### config.mk
export PLATFORM = sky130hd
export DESIGN_NAME = cst_tachometer
export DESIGN_NICKNAME = d
export VERILOG_FILES = /design/src/cst_tachometer.v
export VERILOG_INCLUDE_DIRS = /design/src
export SDC_FILE = /design/constraint.sdc
export NUM_CORES = 1
export LEC_CHECK = 0
export BUFFER_PORTS_ARGS = -buffer_cell sky130_fd_sc_hd__buf_2
export CELL_PAD_IN_SITES_DETAIL_PLACEMENT = 1
export CELL_PAD_IN_SITES_GLOBAL_PLACEMENT = 2
export CORE_AREA = 2 2 92 94
export CTS_CLUSTER_DIAMETER = 40
export DETAILED_ROUTE_END_ITERATION = 10
export DIE_AREA = 0 0 94 96
export PLACE_DENSITY = 0.92
export SYNTH_ARGS = -nofsm -noshare
export SYNTH_HDL_FRONTEND = slang
export SYNTH_SLANG_ARGS = --single-unit
### constraint.sdc
create_clock -name i_clock -period 3.02 [get_ports i_clock]
set_input_delay 0.302 -clock i_clock [delete_from_list [all_inputs] [get_ports i_clock]]
set_output_delay 0.302 -clock i_clock [all_outputs]
set_load 0.05 [all_outputs]
### src/cst_consts.vh
// Constants for the carrier speed tachometer block
`ifndef CST_CONSTS_VH
`define CST_CONSTS_VH

// ****************************************
// Register indexes and byte addresses
// ****************************************
`define CST_IDX_PORT 8'h02
`define CST_IDX_STATUS 8'h03
`define CST_ADDR_PORT 8'h08
`define CST_ADDR_STATUS 8'h0C

// ****************************************
// Carrier port fields (host data bits 0..7)
// ****************************************
`define CST_BIT_HOLD 0
`define CST_BIT_UNDERLINE 1
`define CST_BIT_TEST_POINT 2
`define CST_BIT_INTERPOSER 3
`define CST_BIT_STANDBY 4
`define CST_BIT_GO_RIGHT 5
`define CST_BIT_HIGH_SPEED 6
`define CST_BIT_GO 7

// ****************************************
// Status fields
// ****************************************
`define CST_STAT_COUNT_LSB 0
`define CST_STAT_COUNT_MSB 7
`define CST_STAT_TC 8
`define CST_STAT_UNDERSPEED 9
`define CST_STAT_DECEL 10
`define CST_STAT_TRAVEL_RIGHT 11

// ****************************************
// Reset values and tachometer presets
// ****************************************
`define CST_PORT_RESET 8'h00
`define CST_COUNT_RESET 8'h00
`define CST_TICK_RESET 16'h0000
`define CST_PRDATA_RESET 32'h00000000
`define CST_PRESET_HIGH 8'h67
`define CST_PRESET_LOW 8'h2E
`define CST_TERMINAL 8'hFF

// ****************************************
// Timing: tachometer count clock
// ****************************************
`define CST_CLOCK_NS 25
`define CST_TACH_PERIOD_NS 3000
`define CST_TACH_DIV (`CST_TACH_PERIOD_NS / `CST_CLOCK_NS)

`endif

### src/cst_tachometer.v
// Carrier speed tachometer, drive gating and carrier port
//
// Operation
// - High-speed bit feeds counter preset data
// - Drive outputs purely gated port and tachometer
// - High-current enable is inverted hold bit
// - High-speed preset is 0110 0111
// - Carrier-go directly sets underspeed flop
// - Right drive: go-right, go, underspeed
// - Terminal count before edge keeps drive
// - Early window edge clears underspeed flop
// - Edge re-presets; terminal count restores drive
// - Falling high speed pulses, sets decel latch
// - Decel set, go-right low: drive left
// - Low-speed preset is 0010 1110
// - Same regulation mirrored for left travel
// - Port address 2 loads eight control bits
// - Encoder gives twenty windows per position
//
// Added by the designer: the register addresses and the APB register port.
`timescale 1ns/100ps
`include "cst_consts.vh"

module cst_tachometer #(
   parameter TACH_DIV = `CST_TACH_DIV
) (
   // Clock and reset
   input wire i_clock,
   input wire i_reset,
   // APB slave
   input wire i_psel,
   input wire i_penable,
   input wire i_pwrite,
   input wire [7:0] i_paddr,
   input wire [31:0] i_pwdata,
   output wire [31:0] o_prdata,
   output wire o_pready,
   output wire o_pslverr,
   // Encoder pin
   input wire i_print_window_edge,
   // Carrier port outputs
   output wire o_hold_solenoid_drive,
   output wire o_high_current_enable_n,
   output wire o_underline_pin_enable,
   output wire o_test_point,
   output wire o_interposer_drive,
   output wire o_standby_request,
   // Motor drive and tachometer state
   output wire o_drive_right_n,
   output wire o_drive_left_n,
   output wire o_terminal_count_flag,
   output wire o_decel_latch_out
);

   // ****************************************
   // Declarations
   // ****************************************
   reg [7:0] port_r;
   reg go_prev_r;
   reg hs_prev_r;
   reg [2:0] edge_sync_r;
   reg [15:0] tick_cnt_r;
   reg [7:0] count_r;
   reg underspeed_r;
   reg decel_r;
   reg travel_right_r;
   reg [31:0] prdata_r;
   reg [31:0] prdata_nxt;
   reg [7:0] port_nxt;
   reg [15:0] tick_cnt_nxt;
   reg [7:0] count_nxt;
   reg underspeed_nxt;
   reg decel_nxt;
   reg travel_right_nxt;
   wire go;
   wire go_right;
   wire high_speed;
   wire window_pulse;
   wire tick;
   wire tc;
   wire hs_fall;
   wire go_rise;
   wire drive_on;
   wire braking;
   wire setup_phase;
   wire access_phase;
   wire hit_port;
   wire hit_status;
   wire [7:0] preset;
   wire [31:0] status_word;
   wire [31:0] tick_last;

   // Port fields used by the tachometer
   assign go = port_r[`CST_BIT_GO];
   assign go_right = port_r[`CST_BIT_GO_RIGHT];
   assign high_speed = port_r[`CST_BIT_HIGH_SPEED];

   // ****************************************
   // APB slave
   // ****************************************
   assign setup_phase = i_psel & ~i_penable;
   assign access_phase = i_psel & i_penable;
   assign hit_port = (i_paddr == `CST_ADDR_PORT);
   assign hit_status = (i_paddr == `CST_ADDR_STATUS);
   assign o_pready = 1'b1;
   assign o_pslverr = access_phase & ~(hit_port | hit_status);

   // ****************************************
   // Read data
   // ****************************************
   assign status_word = {20'h00000, travel_right_r, decel_r,
      underspeed_r, tc, count_r};

   // Read data captured in setup phase, shown in access phase
   always @* begin
      prdata_nxt = prdata_r;
      if (setup_phase & ~i_pwrite) begin
         if (hit_port) begin
            prdata_nxt = {24'h000000, port_r};
         end else if (hit_status) begin
            prdata_nxt = status_word;
         end else begin
            prdata_nxt = 32'h00000000;
         end
      end
   end

   always @(posedge i_clock or posedge i_reset) begin
      if (i_reset) begin
         prdata_r <= `CST_PRDATA_RESET;
      end else begin
         prdata_r <= prdata_nxt;
      end
   end

   assign o_prdata = prdata_r;

   // ****************************************
   // Carrier port
   // ****************************************
   // Carrier port load from host write
   always @* begin
      port_nxt = port_r;
      if (access_phase & i_pwrite & hit_port) begin
         port_nxt = i_pwdata[7:0];
      end
   end

   always @(posedge i_clock or posedge i_reset) begin
      if (i_reset) begin
         port_r <= `CST_PORT_RESET;
      end else begin
         port_r <= port_nxt;
      end
   end

   assign o_hold_solenoid_drive = port_r[`CST_BIT_HOLD];
   assign o_high_current_enable_n = ~port_r[`CST_BIT_HOLD];
   assign o_underline_pin_enable = port_r[`CST_BIT_UNDERLINE];
   assign o_test_point = port_r[`CST_BIT_TEST_POINT];
   assign o_interposer_drive = port_r[`CST_BIT_INTERPOSER];
   assign o_standby_request = port_r[`CST_BIT_STANDBY];

   // ****************************************
   // Window edge synchroniser
   // ****************************************
   always @(posedge i_clock or posedge i_reset) begin
      if (i_reset) begin
         edge_sync_r <= 3'h0;
      end else begin
         edge_sync_r <= {edge_sync_r[1:0], i_print_window_edge};
      end
   end

   assign window_pulse = edge_sync_r[1] & ~edge_sync_r[2];

   // ****************************************
   // Count clock divider
   // ****************************************
   assign tick_last = TACH_DIV - 1;
   assign tick = (tick_cnt_r == tick_last[15:0]);

   always @* begin
      tick_cnt_nxt = tick_cnt_r + 16'h0001;
      if (window_pulse | tick) begin
         tick_cnt_nxt = 16'h0000;
      end
   end

   always @(posedge i_clock or posedge i_reset) begin
      if (i_reset) begin
         tick_cnt_r <= `CST_TICK_RESET;
      end else begin
         tick_cnt_r <= tick_cnt_nxt;
      end
   end

   // ****************************************
   // Tachometer counter
   // ****************************************
   // Preset chosen by the high-speed bit
   assign preset = high_speed ? `CST_PRESET_HIGH :
      `CST_PRESET_LOW;
   assign tc = (count_r == `CST_TERMINAL);
   assign o_terminal_count_flag = tc;

   always @* begin
      count_nxt = count_r;
      if (window_pulse) begin
         count_nxt = preset;
      end else if (tick & ~tc) begin
         count_nxt = count_r + 8'h01;
      end
   end

   always @(posedge i_clock or posedge i_reset) begin
      if (i_reset) begin
         count_r <= `CST_COUNT_RESET;
      end else begin
         count_r <= count_nxt;
      end
   end

   // ****************************************
   // Underspeed flop
   // ****************************************
   always @(posedge i_clock or posedge i_reset) begin
      if (i_reset) begin
         go_prev_r <= 1'b0;
         hs_prev_r <= 1'b0;
      end else begin
         go_prev_r <= go;
         hs_prev_r <= high_speed;
      end
   end

   assign go_rise = go & ~go_prev_r;

   // Set wins over the edge reset
   always @* begin
      underspeed_nxt = underspeed_r;
      if (go_rise) begin
         underspeed_nxt = 1'b1;
      end else if (tc) begin
         underspeed_nxt = 1'b1;
      end else if (window_pulse) begin
         underspeed_nxt = 1'b0;
      end
   end

   always @(posedge i_clock or posedge i_reset) begin
      if (i_reset) begin
         underspeed_r <= 1'b0;
      end else begin
         underspeed_r <= underspeed_nxt;
      end
   end

   // ****************************************
   // Deceleration latch
   // ****************************************
   assign hs_fall = hs_prev_r & ~high_speed;

   always @* begin
      decel_nxt = decel_r;
      travel_right_nxt = travel_right_r;
      if (go & hs_fall) begin
         decel_nxt = 1'b1;
         travel_right_nxt = go_right;
      end else if (~go) begin
         decel_nxt = 1'b0;
      end
   end

   always @(posedge i_clock or posedge i_reset) begin
      if (i_reset) begin
         decel_r <= 1'b0;
         travel_right_r <= 1'b0;
      end else begin
         decel_r <= decel_nxt;
         travel_right_r <= travel_right_nxt;
      end
   end

   assign o_decel_latch_out = decel_r;

   // ****************************************
   // Drive gating
   // ****************************************
   // Braking while direction opposes the travel at deceleration
   assign braking = decel_r & (go_right != travel_right_r);
   assign drive_on = underspeed_r | tc;

   assign o_drive_right_n = ~(go & go_right &
      (braking | drive_on));
   assign o_drive_left_n = ~(go & ~go_right &
      (braking | drive_on));

endmodule

==> metrics.md <==
| Metric | Value |
|---|---|
| FP Rows | 33 |
| Setup bufs post-CTS | 0 |
| Core Box Area | 8050 µm² |
| Largest net degree at the start of global routing | 53 |
| HP Class | in2reg |
| EDFF count, synth | 0 |
| Worst Max-Slew Pin Slew | between 1 and 1.5 ns |
| Synth top area share | slightly above 50% |
| Tot GR Track Use | 12.9% |
| Largest area contributor in the netlist | dfrtp_1 |
| Most numerous cell in the Yosys netlist | dfrtp_1 |
| Hold Slack | 0.106 ns |
| Fmax | 409 MHz |
| Count of input and output buffers | 44 |
| Total number of vias | 1880 |
| Critical path's slowest cell | dfrtp_1 |
| Rel. slew slack | 28.0% |
| Drt total wl | around 5600 µm |
| RSZ-0062 raised after global routing | false |
| P&R area growth vs syn | 12.6% |
| Pleak | between 1 and 1.5 nW |
| Largest cells by area after synthesis | dfrtp_1 51%, buf_4 6.1%, mux2_2 3.9%, xnor2_1 3.8%, a221o_1 3.5% |
| Number of global-route vias before repair | between 1500 and 2000 |
| DRT Pass-1 Iters | 4 |
| Fin nets | 324 |
| Syn Inst Count | between 200 and 250 |
| Via density | just under 5 |
| Clock Root Buffer | clkbuf_8 |
| Post-Synthesis Cell Area | ~2600 µm² |
| Peak supply drop | 0.158 mV |
| Ys Warns | 0 |
| Critical Path RT | 2.72 ns |
| Crit path DAT | 2.14 ns |
| Total overflow reported by the global router | 0 |
| Chip height | 96 µm |
| N_diodes | 0 |
| Core Util, Final | 35.9% |
| Final period util | 81.0% |
| Sequential fraction of the synthesis area | 50.7% |
| Full die area | ~9000 µm² |
| Post-DR wirelength/cell | 14.6 µm |
| Clock net sink count | 52 |
| # DRC | 0 |
| Share of cells above drive strength 1 | 26.4% |
| Slew Limit Fails | 0 |
| Main flop type after synthesis | dfrtp_1 |
| RePlAce Congestion | 0.780 |
| Nature of the critical path startpoint | flop |
| Fin. Hold Viols | 0 |
| Clock Tree Buf Depth | 2 |
| Initial antenna violation count | 0 |
| CTS resizes | 0 |
| Seq cells post-synth | 52 |
| Ys async rst share | 100% |
| PwrDens | approximately 450 nW/µm² |
| Unique masters post-synth | between 40 and 50 |
| # IOs | 90 |
| DR iter-0 viols | 52 |
| H-tree levels | 2 |
| Syn Area/Cell | 11.0 µm² |
| Crit-path max FO | 13 |
| ANT nets after route | 0 |
| Worst skew pair latency | 0.30 ns |
| Worst Setup End Kind | output port |
| # Max-Cap Violations | 0 |
| First-pass GRT wire length | 9280 µm |
| Starting Density | about a third |
| Max incr delay on CP | 0.44 ns |
| Post-layout min period | 2.45 ns |
| Setup TNS | 0 ns |
| Crit-path cells | ha_1, nand4_1, inv_1, o311ai_1, buf_2 |
| Clock slew at reported path FFs | roughly 0.090 ns |
| CP Class | reg2out |
| TritonCTS Buffers | 5 |
| Setup violators final | 0 |
| Clock Skews | 0.00778 ns |
| Hpwl dp | 4160 µm |
| Post-CTS Hold Buffers | 0 |
| Reg-to-reg setup timing slack | 1.08 ns |
| Outcome | complete, no violations |
| CTS tree | yes |
| Commonest cells in the netlist | 52 x dfrtp_1, 21 x buf_4, 19 x nor2_1, 13 x nand3_1, 11 x xnor2_1 |
| Die X | 94 µm |
-- per-stage QoR --
step	area (µm²)	worst slack (ns)	cells	total power, W
floorplan	2640	0.427	252	0.000923
global placement	2800	0.924	374	0.000936
detailed placement	2800	0.911	374	0.000943
CTS	2890	0.554	382	0.00134
global route	2890	0.454	382	0.00138
finish	2890	0.574	382	0.00131
-- cells by family after synthesis --
| group | Yosys count | synth area share (%) |
|---|---|---|
| AO/OA/AOI/OAI | 30 | 9.30 |
| XOR/XNOR | 14 | 4.77 |
| adder cells (fa/ha/maj) | 2 | 0.974 |
| buffers and inverters | 35 | 8.62 |
| flip-flops | 52 | 50.7 |
| multiplexers | 9 | 3.95 |
| other | 2 | 0.292 |
| AND/OR/NAND/NOR | 89 | 21.4 |
-- layout make-up --
class / instances / area [µm²]
clock buffers: 6 / 72.6
clock inverters: 2 / 16.3
fillers: 927 / 5160
inverters: 7 / 26.3
multi-input cells: 165 / 1120
flip-flops and latches: 52 / 1300
well taps: 105 / 131
repair buffers: 45 / 228
-- worst max-delay path: cells and delay by family (launching register included) --
| kind | cells | cell delay [ns] |
|---|---|---|
| adders and majority gates | 1 | 0.30 |
| buffers and inverters | 2 | 0.55 |
| DFF | 1 | 0.44 |
| and+or+nand+nor | 1 | 0.19 |
| AOI/OAI and AO/OA | 1 | 0.36 |
-- power breakdown --
part | leakage, nW | internal [W] | total [W] | switching [W]
Clock | 0.0414 | 0.000165 | 0.000387 | 0.000222
Sequential | 0.694 | 0.000723 | 0.000757 | 0.0000341
Combinational | 0.633 | 0.0000437 | 0.000170 | 0.000126
Total | 1.37 | 0.000931 | 0.00131 | 0.000382
-- path summary, 6_finish.rpt --
| check | from | depth (start not counted) | end |
|---|---|---|---|
| max reg2reg | count_r[0] | 5 | count_r[4] |
| min | i_print_window_edge | 1 | edge_sync_r[0] |
| max | count_r[0] | 5 | o_drive_right_n |
| max in group asynchronous | i_reset | 2 | count_r[3] |
| min reg2reg | edge_sync_r[0] | 0 | edge_sync_r[1] |
| min in group asynchronous | i_reset | 2 | tick_cnt_r[3] |
-- sequential cells by signal, indices dropped and copies added (netlist names) --
| signal | flops |
|---|---|
| hs_prev_r | 1 |
| port_r | 8 |
| travel_right_r | 1 |
| underspeed_r | 1 |
| count_r | 8 |
| go_prev_r | 1 |
| o_prdata | 12 |
| edge_sync_r | 3 |
| tick_cnt_r | 16 |
| o_decel_latch_out | 1 |
-- layer usage --
layer	track usage [%]	part of all wire (%)	vias to the layer above
met3	2.51	4.5	5
met1	16.2	45	936
met4	3.86	0.79	0
li1	-	-	888
met2	22.6	49	51
met5	0	0	-
-- layout by cell type, fill, tap and decap left out, drive strengths merged, types with 2 or more instances in the layout --
| cell | Yosys | routed |
|---|---|---|
| nor2b | 2 | 2 |
| and2 | 7 | 7 |
| nor3 | 8 | 8 |
| o21ai | 3 | 3 |
| buf | 24 | 45 |
| nand2 | 9 | 9 |
| o31ai | 3 | 3 |
| mux2 | 9 | 9 |
| or4 | 3 | 3 |
| nand4 | 6 | 6 |
| conb | 2 | 21 |
| a21oi | 4 | 4 |
| nor4 | 7 | 7 |
| inv | 7 | 7 |
| and4 | 4 | 4 |
| and3 | 4 | 4 |
| nor2 | 19 | 19 |
| xnor2 | 11 | 11 |
| xor2 | 3 | 3 |
| o311ai | 2 | 2 |
| or3 | 2 | 2 |
| a22o | 4 | 4 |
| ha | 2 | 2 |
| clkbuf | 4 | 6 |
| dfrtp | 52 | 52 |
| nand3 | 13 | 13 |
| a221o | 9 | 9 |
Power figures use the tool's default switching activity.
